`src/pcm_port_pkg.sv`:
```
/*
 * Constants and carrier types for the serial audio codec port.
 * Assumes one 25 MHz system clock and a synchronous active-high reset.
 */
// Contract
// - I2S use two slots per frame, slot 0 left, slot 1 right, full duplex.
// - Slot length up to 40 serial clocks, frame up to 80 clocks.
// - Channel data length 8..320 bits with two channels, up to 640 with one.
// - Each channel has its own data length setting.
// - Each channel has its own data offset from the frame strobe, 1 clock step.
// - Input and output bit order chosen independently, per channel.
// - LSB-first order only for samples of 24 bits or less.
// - Receive and transmit word length of a channel may differ.
// - Output line is high impedance between transmitted words.
// - A setting keeps the output line permanently high impedance.
// - After power-up the output line stays high impedance until configured.
// - Frame-idle supported as master and slave; clock stops low after data.
// - Master stops clock low after idle-start cycles from frame start.
// - Master resumes clock at idle-end; pause is idle-end minus idle-start; the master counts it in half-periods, not serial clocks.
// - All frame data finish before the idle period begins; CFG_ERROR checks only transmit channel 0 against idle_start.
// - Rising or falling edge operation, strobe and data polarity selectable.
// - Falling-edge master codec: strobe sampled on rising, data on falling edge.
// - Master drives clock and strobe; slave takes both as inputs.
// - Master serial clock selectable from 64 kHz to 4.096 MHz; the divider clamp caps it at 3.125 MHz.
package pcm_port_pkg;

    localparam int          SYS_CLK_HZ      = 25_000_000;
    localparam int          SCLK_MIN_HZ     = 64_000;
    localparam int          SCLK_MAX_HZ     = 4_096_000;
    // Half-period divider bounds derived from the clock rate
    localparam int          HALF_DIV_MAX    = SYS_CLK_HZ / (2 * SCLK_MIN_HZ);
    localparam int          HALF_DIV_MIN    = (SYS_CLK_HZ + 2 * SCLK_MAX_HZ - 1)
                                              / (2 * SCLK_MAX_HZ);
    localparam int          DIV_W           = 8;
    localparam int          TIMER_W         = 10;
    localparam int          LEN_W           = 10;
    localparam int          SLOT_MAX        = 40;
    localparam int          FRAME_MAX       = 80;
    localparam int          LEN_MIN         = 8;
    localparam int          LEN_MAX_TWO     = 320;
    localparam int          LEN_MAX_ONE     = 640;
    localparam int          LSB_FIRST_MAX   = 24;
    localparam int          WORD_W          = 32;
    localparam logic [DIV_W-1:0] HALF_DIV_RESET = 8'h03;

    typedef struct packed {
        logic [TIMER_W-1:0] offset;
        logic [LEN_W-1:0]   len;
        logic               lsb_first;
    } lane_cfg_t;

    typedef struct packed {
        logic               master;
        logic               fall_edge;
        logic               sync_inv;
        logic               data_inv;
        logic               two_chan;
        logic               out_hiz;
        logic [DIV_W-1:0]   half_div;
        logic [TIMER_W-1:0] frame_len;
        logic [TIMER_W-1:0] idle_start;
        logic [TIMER_W-1:0] idle_end;
    } port_cfg_t;

    typedef struct packed {
        logic               chan;
        logic [WORD_W-1:0]  data;
    } sample_t;

endpackage : pcm_port_pkg

```
`src/pcm_sample_fifo.sv`:
```
/*
 * Parameterised valid/ready FIFO for received samples.
 * Assumes both sides on the same clock.
 */
`timescale 1ns/1ps
`default_nettype none
module pcm_sample_fifo #(
    parameter int WIDTH = 33,
    parameter int DEPTH = 8
) (
    input  wire logic             clk,      // System clock
    input  wire logic             rst,      // Synchronous reset
    input  wire logic [WIDTH-1:0] in_data,  // Write word
    input  wire logic             in_valid, // Write request
    output logic                  in_ready, // Not full
    output logic [WIDTH-1:0]      out_data, // Head word
    output logic                  out_valid,// Not empty
    input  wire logic             out_ready // Reader takes head
);
    localparam int AW = $clog2(DEPTH);
    logic [WIDTH-1:0] mem [DEPTH];
    logic [AW:0]      wr_ptr;
    logic [AW:0]      rd_ptr;
    wire              do_wr = in_valid && in_ready;
    wire              do_rd = out_valid && out_ready;

    assign in_ready  = (wr_ptr - rd_ptr) != (AW+1)'(DEPTH);
    assign out_valid = wr_ptr != rd_ptr;
    assign out_data  = mem[rd_ptr[AW-1:0]];

    always_ff @(posedge clk) begin
        if (rst) begin
            wr_ptr <= '0;
            rd_ptr <= '0;
        end else begin
            if (do_wr) wr_ptr <= wr_ptr + 1'b1;
            if (do_rd) rd_ptr <= rd_ptr + 1'b1;
        end
    end

    always_ff @(posedge clk) begin
        if (do_wr) mem[wr_ptr[AW-1:0]] <= in_data;
    end
endmodule : pcm_sample_fifo
`default_nettype wire

```
`src/pcm_codec_port.sv`:
```
/*
 * Serial PCM/I2S codec port: master or slave clock and strobe, two channels,
 * per-channel offsets, lengths and bit order, tri-state output, frame idle.
 * Assumes link pins arrive asynchronously and are oversampled by CLOCK.
 */
`timescale 1ns/1ps
`default_nettype none
module pcm_codec_port
    import pcm_port_pkg::*;
#(
    parameter int FIFO_DEPTH = 8
) (
    input  wire logic      CLOCK,          // 25 MHz system clock
    input  wire logic      RST,            // Synchronous reset, active high
    input  wire port_cfg_t CFG,            // Port configuration
    input  wire lane_cfg_t RX_CFG [2],     // Receive lane setup per channel
    input  wire lane_cfg_t TX_CFG [2],     // Transmit lane setup per channel
    input  wire logic      OUT_ENABLE,     // Software releases output from Hi-Z
    input  wire logic [WORD_W-1:0] TX_WORD [2], // Transmit words per channel
    output logic           TX_TAKEN,       // Pulse: transmit words latched
    output sample_t        RX_DATA,        // Received sample head
    output logic           RX_VALID,       // Sample available
    input  wire logic      RX_READY,       // Consumer takes sample
    output logic           RX_OVERRUN,     // Sticky: sample dropped, FIFO full
    input  wire logic      OVERRUN_CLR,    // Clears overrun
    output logic           CFG_ERROR,      // Length or order out of range
    input  wire logic      SCLK_I,         // Serial clock pin in
    output logic           SCLK_O,         // Serial clock pin out
    output logic           SCLK_OE,        // Serial clock drive enable
    input  wire logic      FSYNC_I,        // Frame strobe pin in
    output logic           FSYNC_O,        // Frame strobe pin out
    output logic           FSYNC_OE,       // Frame strobe drive enable
    input  wire logic      DIN,            // Serial data in
    output logic           DOUT,           // Serial data out
    output logic           DOUT_OE         // Serial data drive enable
);
    // Pin synchronisers
    logic [1:0] sclk_sync;
    logic [1:0] fs_sync;
    logic [1:0] din_sync;
    logic       sclk_prev;

    always_ff @(posedge CLOCK) begin
        if (RST) begin
            sclk_sync <= '0;
            fs_sync   <= '0;
            din_sync  <= '0;
        end else begin
            sclk_sync <= {sclk_sync[0], SCLK_I};
            fs_sync   <= {fs_sync[0], FSYNC_I};
            din_sync  <= {din_sync[0], DIN};
        end
    end

    // Master clock generation
    logic [DIV_W-1:0]   div_cnt;
    logic               mclk;
    logic [TIMER_W-1:0] timer;
    logic               idle;

    wire [DIV_W-1:0] half_div = (CFG.half_div < DIV_W'(HALF_DIV_MIN)) ? DIV_W'(HALF_DIV_MIN)
                              : (CFG.half_div > DIV_W'(HALF_DIV_MAX)) ? DIV_W'(HALF_DIV_MAX)
                              : CFG.half_div;
    wire half_tick = CFG.master && (div_cnt == half_div - 1'b1);

    always_ff @(posedge CLOCK) begin
        if (RST || !CFG.master) begin
            div_cnt <= '0;
            mclk    <= 1'b0;
        end else if (half_tick) begin
            div_cnt <= '0;
            mclk    <= idle ? 1'b0 : !mclk;
        end else begin
            div_cnt <= div_cnt + 1'b1;
        end
    end

    // Internal serial clock view: edges of the working clock
    wire sclk_now   = CFG.master ? mclk : sclk_sync[1];
    wire rise       = sclk_now && !sclk_prev;
    wire fall       = !sclk_now && sclk_prev;
    wire launch     = CFG.fall_edge ? rise : fall;
    wire capture    = CFG.fall_edge ? fall : rise;
    // Master ticks the pause on every half-period tick while the clock is held low
    wire idle_tick  = CFG.master && idle && half_tick && !mclk;
    wire period_end = CFG.master ? ((rise && !idle) || idle_tick) : rise;

    always_ff @(posedge CLOCK) begin
        if (RST) sclk_prev <= 1'b0;
        else     sclk_prev <= sclk_now;
    end

    // Frame strobe: master generates, slave detects its active edge
    logic fs_prev;
    wire  fs_level = fs_sync[1] ^ CFG.sync_inv;
    logic fs_seen;
    wire  frame_last = timer == CFG.frame_len - 1'b1;
    wire  frame_start = CFG.master ? (period_end && frame_last)
                                   : (rise && fs_level && !fs_prev);

    always_ff @(posedge CLOCK) begin
        if (RST) begin
            fs_prev <= 1'b0;
            fs_seen <= 1'b0;
        end else if (rise) begin
            fs_prev <= fs_level;
            if (frame_start) fs_seen <= 1'b1;
        end
    end

    // Frame timer in serial clocks from the strobe edge
    always_ff @(posedge CLOCK) begin
        if (RST) begin
            timer <= '0;
            idle  <= 1'b0;
        end else if (frame_start) begin
            timer <= '0;
            idle  <= 1'b0;
        end else if (period_end && !frame_last) begin
            timer <= timer + 1'b1;
            if (timer + 1'b1 == CFG.idle_start && CFG.idle_end > CFG.idle_start)
                idle <= 1'b1;
            else if (timer + 1'b1 == CFG.idle_end)
                idle <= 1'b0;
        end
    end

    assign SCLK_O   = mclk;
    assign SCLK_OE  = CFG.master;
    assign FSYNC_OE = CFG.master;

    always_ff @(posedge CLOCK) begin
        if (RST) FSYNC_O <= 1'b0;
        else if (CFG.master && launch)
            FSYNC_O <= (timer == CFG.frame_len - 1'b1) ^ CFG.sync_inv;
    end

    // Timer moves on a rise or a master idle tick, so an edge's own period is looked ahead
    wire [TIMER_W-1:0] pos_next = frame_start ? '0 : timer + 1'b1;
    wire [TIMER_W-1:0] rx_pos   = rise ? pos_next : timer;
    wire [TIMER_W-1:0] tx_pos   = pos_next;
    // First frame after reset counts from its own strobe edge
    wire               started  = fs_seen || frame_start;

    // Lane windows and bit indices; one channel allows the double length
    function automatic logic [LEN_W-1:0] lane_len(input lane_cfg_t c, input logic two);
        logic [LEN_W-1:0] lim;
        lim = two ? LEN_W'(LEN_MAX_TWO) : LEN_W'(LEN_MAX_ONE);
        if (c.len < LEN_W'(LEN_MIN)) lane_len = LEN_W'(LEN_MIN);
        else if (c.len > lim)        lane_len = lim;
        else                         lane_len = c.len;
    endfunction : lane_len

    function automatic logic order_ok(input lane_cfg_t c);
        order_ok = !c.lsb_first || c.len <= LEN_W'(LSB_FIRST_MAX);
    endfunction : order_ok

    // Bit position inside the word; lengths over the word width keep the low bits
    function automatic logic [4:0] bit_pos(input lane_cfg_t c, input logic [LEN_W-1:0] n,
                                           input logic [LEN_W-1:0] len);
        logic [LEN_W-1:0] p;
        p = (c.lsb_first && order_ok(c)) ? n : len - 1'b1 - n;
        bit_pos = p[4:0];
    endfunction : bit_pos

    assign CFG_ERROR = !order_ok(RX_CFG[0]) || !order_ok(RX_CFG[1]) ||
                       !order_ok(TX_CFG[0]) || !order_ok(TX_CFG[1]) ||
                       CFG.frame_len > TIMER_W'(FRAME_MAX) ||
                       (CFG.idle_start != '0 && CFG.idle_start < CFG.frame_len &&
                        (TX_CFG[0].offset + TX_CFG[0].len > CFG.idle_start));

    // Transmit path
    logic [WORD_W-1:0] tx_hold [2];
    logic [LEN_W-1:0]  tx_len [2];
    logic [1:0]        tx_in_win;
    logic              out_armed;

    genvar g;
    generate
        for (g = 0; g < 2; g++) begin : g_tx
            wire active = (g == 0) || CFG.two_chan;
            assign tx_len[g] = lane_len(TX_CFG[g], CFG.two_chan);
            assign tx_in_win[g] = active && started && !idle &&
                                  tx_pos >= TX_CFG[g].offset &&
                                  tx_pos <  TX_CFG[g].offset + tx_len[g];
        end
    endgenerate

    wire              tx_lane = !tx_in_win[0];
    wire [LEN_W-1:0]  tx_n    = tx_pos - TX_CFG[tx_lane].offset;
    wire [4:0]        tx_bit  = bit_pos(TX_CFG[tx_lane], tx_n, tx_len[tx_lane]);
    wire              tx_any  = |tx_in_win;

    always_ff @(posedge CLOCK) begin
        if (RST) begin
            tx_hold[0] <= '0;
            tx_hold[1] <= '0;
            TX_TAKEN   <= 1'b0;
            out_armed  <= 1'b0;
        end else begin
            TX_TAKEN <= 1'b0;
            if (OUT_ENABLE) out_armed <= 1'b1;
            if (frame_start) begin
                tx_hold[0] <= TX_WORD[0];
                tx_hold[1] <= TX_WORD[1];
                TX_TAKEN   <= 1'b1;
            end
        end
    end

    always_ff @(posedge CLOCK) begin
        if (RST) begin
            DOUT    <= 1'b0;
            DOUT_OE <= 1'b0;
        end else if (launch) begin
            DOUT    <= tx_hold[tx_lane][tx_bit] ^ CFG.data_inv;
            DOUT_OE <= tx_any && out_armed && !CFG.out_hiz;
        end
    end

    // Receive path
    logic [WORD_W-1:0] rx_shift [2];
    logic [1:0]        rx_in_win;
    logic [LEN_W-1:0]  rx_len [2];
    logic [1:0]        rx_done;

    generate
        for (g = 0; g < 2; g++) begin : g_rx
            wire active = (g == 0) || CFG.two_chan;
            assign rx_len[g] = lane_len(RX_CFG[g], CFG.two_chan);
            assign rx_in_win[g] = active && started && !idle &&
                                  rx_pos >= RX_CFG[g].offset &&
                                  rx_pos <  RX_CFG[g].offset + rx_len[g];
            wire [LEN_W-1:0] n = rx_pos - RX_CFG[g].offset;
            wire [4:0]       b = bit_pos(RX_CFG[g], n, rx_len[g]);
            assign rx_done[g] = capture && rx_in_win[g] && n == rx_len[g] - 1'b1;
            always_ff @(posedge CLOCK) begin
                if (RST)
                    rx_shift[g] <= '0;
                else if (capture && rx_in_win[g]) begin
                    if (n == '0) rx_shift[g] <= '0;
                    rx_shift[g][b] <= din_sync[1] ^ CFG.data_inv;
                end
            end
        end
    endgenerate

    // Completed word, one clock later so the last bit is in
    logic    push;
    sample_t push_data;
    wire     fifo_ready;
    always_ff @(posedge CLOCK) begin
        if (RST) begin
            push      <= 1'b0;
            push_data <= '0;
        end else begin
            push           <= |rx_done;
            push_data.chan <= rx_done[1] && !rx_done[0];
        end
    end

    wire sample_t push_word = '{chan: push_data.chan, data: rx_shift[push_data.chan]};

    always_ff @(posedge CLOCK) begin
        if (RST)                      RX_OVERRUN <= 1'b0;
        else if (push && !fifo_ready) RX_OVERRUN <= 1'b1;
        else if (OVERRUN_CLR)         RX_OVERRUN <= 1'b0;
    end

    pcm_sample_fifo #(
        .WIDTH ($bits(sample_t)),
        .DEPTH (FIFO_DEPTH)
    ) u_fifo (
        .clk       (CLOCK),
        .rst       (RST),
        .in_data   (push_word),
        .in_valid  (push),
        .in_ready  (fifo_ready),
        .out_data  (RX_DATA),
        .out_valid (RX_VALID),
        .out_ready (RX_READY)
    );
endmodule : pcm_codec_port
`default_nettype wire

```
`config.mk`:
```
export PLATFORM = sky130hd
export DESIGN_NAME = pcm_codec_port
export DESIGN_NICKNAME = d
export VERILOG_FILES = /design/src/pcm_port_pkg.sv /design/src/pcm_sample_fifo.sv /design/src/pcm_codec_port.sv
export SDC_FILE = /design/constraint.sdc
export NUM_CORES = 1
export LEC_CHECK = 0
export ABC_CLOCK_PERIOD_IN_PS = 14800
export BUFFER_PORTS_ARGS = -buffer_cell sky130_fd_sc_hd__buf_2
export CORE_ASPECT_RATIO = 0.9
export CORE_MARGIN = 4
export CORE_UTILIZATION = 45
export DETAILED_ROUTE_END_ITERATION = 12
export SYNTH_ARGS = -nofsm -noshare
export SYNTH_HDL_FRONTEND = slang
export SYNTH_HIERARCHICAL = 1
export SYNTH_SLANG_ARGS = --single-unit
```
`constraint.sdc`:
```
create_clock -name CLOCK -period 14.8 [get_ports CLOCK]
set_input_delay 2.96 -clock CLOCK [delete_from_list [all_inputs] [get_ports CLOCK]]
set_output_delay 2.96 -clock CLOCK [all_outputs]
set_load 0.02 [all_outputs]
```
==> metrics.yaml, run 1 <==
min_path:
  hold_class: "reg2reg"
die:
  core_area_um2: 58300
  die_area_um2: 62800
  die_w_um: 264
  start_util: 0.454
  io_pins: 243
  die_height_um: 238
  fp-row-count: 84
worst_setup_path:
  startpoint_type: "input pin"
  critPathMaxFanout: 24
  cp.arrival_ns: 12.75
  cp_top_family: "compound AO/OA/AOI/OAI gates"
  worst-path-buf-inv: 8
  cp_slowest_stage_delay_ns: 0.70
  critPathKind: "in2reg"
  cpMaxStageDelayCell: "nand2_1"
  cp_common_cell: "inv_1"
  worstPathRequired_ns: 15.24
  end_kind: "register"
drt:
  drc: 0
  wl_per_cell_um: 20.2
  drt_first_pass_iters: 6
  viasPerCell: 5.55
  drtIter0Drc: 1201
  final_antenna_net_count: 0
  vias: 18516
  routed_wl_um: 67400
timing:
  finClkSkew_ns: 0.0226
  grt_setup_unrepaired: "no"
  period_share: 0.832
  finalWorstSetupSlack_ns: 2.49
  period_minus_slack_ns: 12.31
  fmax_mhz: 81.2
  worst_slew_pin_slew_ns: 1.13
  finalSetupViolCount: 0
  hold_violations: 0
  slew_violations: 0
  timing.slew.headroom: 0.244
  finalSetupTns_ns: 0
logic_synthesis:
  synth_area_leaders: "edfxtp_1, ha_1, mux4_2"
  yosysWarnings: 6
  synth_area_per_cell_um2: 11.6
  synth_seq_cells: 440
  netlist.area_leader.share: 0.444
  synth.distinct_cells: 86
  synth_xor_area_frac: 0.0554
  yosys-mux-area-fraction: 0.101
  synth_fa_ha_area_frac: 0.100
  synth.net_count: 2696
  synth-seq-area-share: 0.481
  yosys.area.top_type: "edfxtp_1"
  synth.cell_area_um2: 26500
  synth_edf_count: 392
  ys_async_sr_fraction: 0
  synth-main-ff-cell: "edfxtp_1"
  synth_compound_area_frac: 0.100
  syn_inst: 2291
  synth_top_family_by_area: "simple AND/OR/NAND/NOR gates"
  synthSimpleGateAreaFrac: 0.127
power_and_ir_drop:
  p_comb_frac: 0.181
  power.net_switching_mw: 0.826
  power_density_nw_per_um2: 101
  pwr-share-clk: 0.370
  leakagePower_nw: 11.9
  p_int_mw: 2.21
  swShare: 0.272
  p_seq_frac: 0.449
  max-vdd-ir-drop_uv: 79.9
global_route:
  grt_max_degree: 66
  grtUsageTotal: 0.211
  grt_pass1_wl_um: 105000
  grt_pass1_vias: 18837
  antenna_found_initial: 4
  overflow: 0
clock_network:
  cts_tree: "built"
  clk_latency_ns: 0.59
  cts_root_buf: "clkbuf_16"
  cts_resized: 0
  cts_sinks: 440
  cts_hold_buffers: 0
  post-cts-setup-buffers: 0
  htreeDepth: 2
  numCtsBuffers: 46
  cts.clk_slew.worst_paths_ns: 0.06
  cts.path.max_buffers: 3
placed_design:
  place_ws_ns: 2.07
  gp_congestion: 0.897
  dpl_cell_area_um2: 28600
  io_buffers: 242
  hpwl_um: 48600
finish:
  mostFrequentLayoutCells: "edfxtp_1, buf_2, ha_1, nor2_1, inv_1"
  finish.utilization: 0.515
  area_growth_pct: 13.4
  final_common_cell: "edfxtp_1"
  n_antenna_cell: 0
  nets: 2929
  fin_area_um2: 30000
  drive_above_1_share: 0.200
outcome:
  outcome: "finished clean"
job:
  maxCapViolations: 0
-- cell type report --
| cell class | instances | area, µm² |
|---|---|---|
| clock inverter | 28 | 265 |
| tap | 774 | 968 |
| fill | 5139 | 28300 |
| clock buffer | 57 | 1190 |
| sequential | 440 | 12700 |
| inverter | 162 | 608 |
| timing repair buffer | 270 | 1420 |
| multi-input combinational | 1604 | 12800 |
-- flip-flops by register name, indices dropped and copies added, names as in the netlist, 2 cells and up, named ones only --
name           cells
u_fifo/mem       264
rx_shift          64
tx_hold           64
timer             10
div_cnt            8
u_fifo/rd_ptr      4
u_fifo/wr_ptr      4
din_sync           2
fs_sync            2
sclk_sync          2
-- logic make-up after synthesis --
family / Yosys count
AOI/OAI and AO/OA: 422
buffers and inverters: 247
xor gates and xnor gates: 166
and+or+nand+nor: 636
adders and majority gates: 205
muxes: 175
DFF: 440
-- power groups by stage --
stage / registers [mW] / logic [mW] / clock network (mW)
floorplan: 1.39 / 0.388 / 0
global placement: 1.39 / 0.531 / 0
detailed placement: 1.39 / 0.545 / 0
CTS: 1.36 / 0.548 / 1.15
global route: 1.36 / 0.616 / 1.21
finish: 1.36 / 0.551 / 1.12
-- through the flow --
stage / std cells / total power, mW / hold WS (ns)
CTS: 3335 / 3.06 / 0.441
global placement: 3250 / 1.92 / 0.425
global route: 3335 / 3.19 / 0.462
floorplan: 2291 / 1.78 / 0.414
finish: 3335 / 3.04 / 0.440
detailed placement: 3250 / 1.93 / 0.427
-- cells in the mapped netlist (20+ instances only) --
cell and count:
nand2b_1 31, nor3_1 38, nor4_1 20, and2_1 81
mux2_2 74, a21oi_1 115, nor2b_1 32, nand3_1 33
mux4_2 66, dfxtp_1 48, o21bai_1 22, xnor2_1 114
a21o_1 54, o21ai_0 118, clkbuf_1 62, nand2_1 108
nor2_1 167, nand4_1 34, inv_1 162, edfxtp_1 392
ha_1 194, mux2i_1 32, xor2_1 51
-- routing by layer --
| metal | vias to the layer above | share of wire | global-route usage |
|---|---|---|---|
| li1 | 8910 | - | - |
| met1 | 8993 | 0.43 | 0.276 |
| met2 | 488 | 0.49 | 0.364 |
| met3 | 119 | 0.054 | 0.0355 |
| met4 | 6 | 0.026 | 0.0621 |
| met5 | - | 0.00058 | 0 |
-- final timing paths --
path | from | endpoint | slack, ns | depth (start not counted)
max | CFG[39] | DOUT | 2.49 | 46
min | fs_sync[0] | fs_sync[1] | 0.44 | 1
max reg2reg | div_cnt[7] | DOUT | 6.27 | 34
min reg2reg | fs_sync[0] | fs_sync[1] | 0.44 | 1
Power figures use the tool's default switching activity.
==> inputs of run 2 (changes only) <==
- ABC_CLOCK_PERIOD_IN_PS: 14800 -> 11450
- clock period: 14.8 -> 11.45 ns (I/O delays scaled with it)
==> run 2 against run 1 <==
Wire length shrank 1.8%. Total power grew 35%. Largest power group unchanged. Highest routed layer unchanged. Critical endpoint unchanged. Clock skew shrank 0.0031 ns.
==> metrics.yaml, run 2 (synthesis gave the netlist of run 1 again) <==
timing:
  hold_violations: 0
  finClkSkew_ns: 0.0195
  fmax_mhz: 93.6
  period_minus_slack_ns: 10.69
  grt_setup_unrepaired: "no"
  worst_slew_pin_slew_ns: 1.05
  finalWorstSetupSlack_ns: 0.764
  period_share: 0.933
  slew_violations: 0
  timing.slew.headroom: 0.290
  finalSetupTns_ns: 0
  finalSetupViolCount: 0
worst_setup_path:
  end_kind: "register"
  rrSetupSlack_ns: 3.46
  startpoint_type: "input pin"
  cp_slowest_stage_delay_ns: 0.46
  cp_top_family: "compound AO/OA/AOI/OAI gates"
  worst-path-buf-inv: 6
  worstPathRequired_ns: 11.90
  critPathKind: "in2reg"
  cpMaxStageDelayCell: "or3b_2"
  critPathMaxFanout: 6
  cp.arrival_ns: 11.13
global_route:
  grtUsageTotal: 0.206
  grt_pass1_vias: 18515
  overflow: 0
  grt_pass1_wl_um: 103000
  grt_max_degree: 67
  antenna_found_initial: 6
clock_network:
  clk_latency_ns: 0.59
  htreeDepth: 2
  cts_hold_buffers: 0
  cts.path.max_buffers: 3
  cts.clk_slew.worst_paths_ns: 0.06
  cts_sinks: 440
  cts_tree: "built"
  post-cts-setup-buffers: 0
  numCtsBuffers: 47
  cts_root_buf: "clkbuf_16"
  cts_resized: 0
finish:
  drive_above_1_share: 0.204
  nets: 2934
  mostFrequentLayoutCells: "edfxtp_1, buf_2, ha_1, nor2_1, inv_1"
  final_common_cell: "edfxtp_1"
  area_growth_pct: 14.4
  largest_register_ffs: 264
  fin_area_um2: 30300
die:
  die_area_um2: 62800
  io_pins: 243
  core_area_um2: 58300
  start_util: 0.454
  fp-row-count: 84
  die_height_um: 238
  die_w_um: 264
placed_design:
  dpl_cell_area_um2: 28600
  gp_congestion: 0.932
  hpwl_um: 48000
  io_buffers: 242
  place_ws_ns: 0.292
job:
  maxCapViolations: 0
power_and_ir_drop:
  power_density_nw_per_um2: 136
  total_power_mw: 4.11
  leakagePower_nw: 12.1
  power.net_switching_mw: 1.07
  swShare: 0.261
  p_comb_frac: 0.173
  p_seq_frac: 0.429
  pwr-share-clk: 0.399
  max-vdd-ir-drop_uv: 95.6
  p_int_mw: 3.04
drt:
  wl_met2_um: 31700
  viasPerCell: 5.53
  drc: 0
  routed_wl_um: 66200
  vias: 18484
  final_antenna_net_count: 0
  wl_per_cell_um: 19.8
  drt_first_pass_iters: 5
  drt-met1-wl_um: 29400
  maxUsedRoutingLayer: "met5"
  met3_wirelength_um: 3550
  drtIter0Drc: 1148
outcome:
  outcome: "finished clean"
min_path:
  hold_class: "reg2reg"
-- run 2: changes by cell type in the layout (fill, tap and decap cells not counted), sizes merged --
cell,delta
clkbuf,+1
buf,+4
diode,+1
bufinv,+6
clkinvlp,+2
clkinv,-8
-- run 2: layout make-up --
type                       instances  area, µm²
antenna                            1       2.50
clock buffer                      58       1270
clock inverter                    28        417
fill                            5120      28000
inverter                         162        608
multi-input combinational       1604      12800
sequential                       440      12700
tap                              774        968
timing repair buffer             274       1450
-- run 2: routing by layer --
metal	vias to the layer above	global-route usage
li1	8922	-
met1	8960	0.279
met2	477	0.350
met3	115	0.0346
met4	10	0.0519
met5	-	0
-- run 2: final timing paths --
check	endpoint	cells after the start	start
hold / removal	sclk_sync[1]	1	sclk_sync[0]
hold reg to reg	sclk_sync[1]	1	sclk_sync[0]
setup / recovery	DOUT	46	CFG[39]
setup reg to reg	DOUT	32	timer[0]
-- run 2: per-stage QoR --
step | std cells | hold WS (ns) | utilization
floorplan | 2291 | 0.414 | -
global placement | 3254 | 0.431 | 0.491
detailed placement | 3254 | 0.434 | 0.491
CTS | 3340 | 0.447 | 0.519
global route | 3340 | 0.465 | 0.519
finish | 3341 | 0.442 | 0.519
-- run 2: power groups by stage --
stage | Combinational, mW | Sequential, mW | Clock [mW]
after detailed placement | 0.705 | 1.80 | 0
after floorplan | 0.502 | 1.79 | 0
after global placement | 0.689 | 1.80 | 0
after global routing | 0.795 | 1.76 | 1.75
after CTS | 0.709 | 1.76 | 1.68
final | 0.710 | 1.76 | 1.64
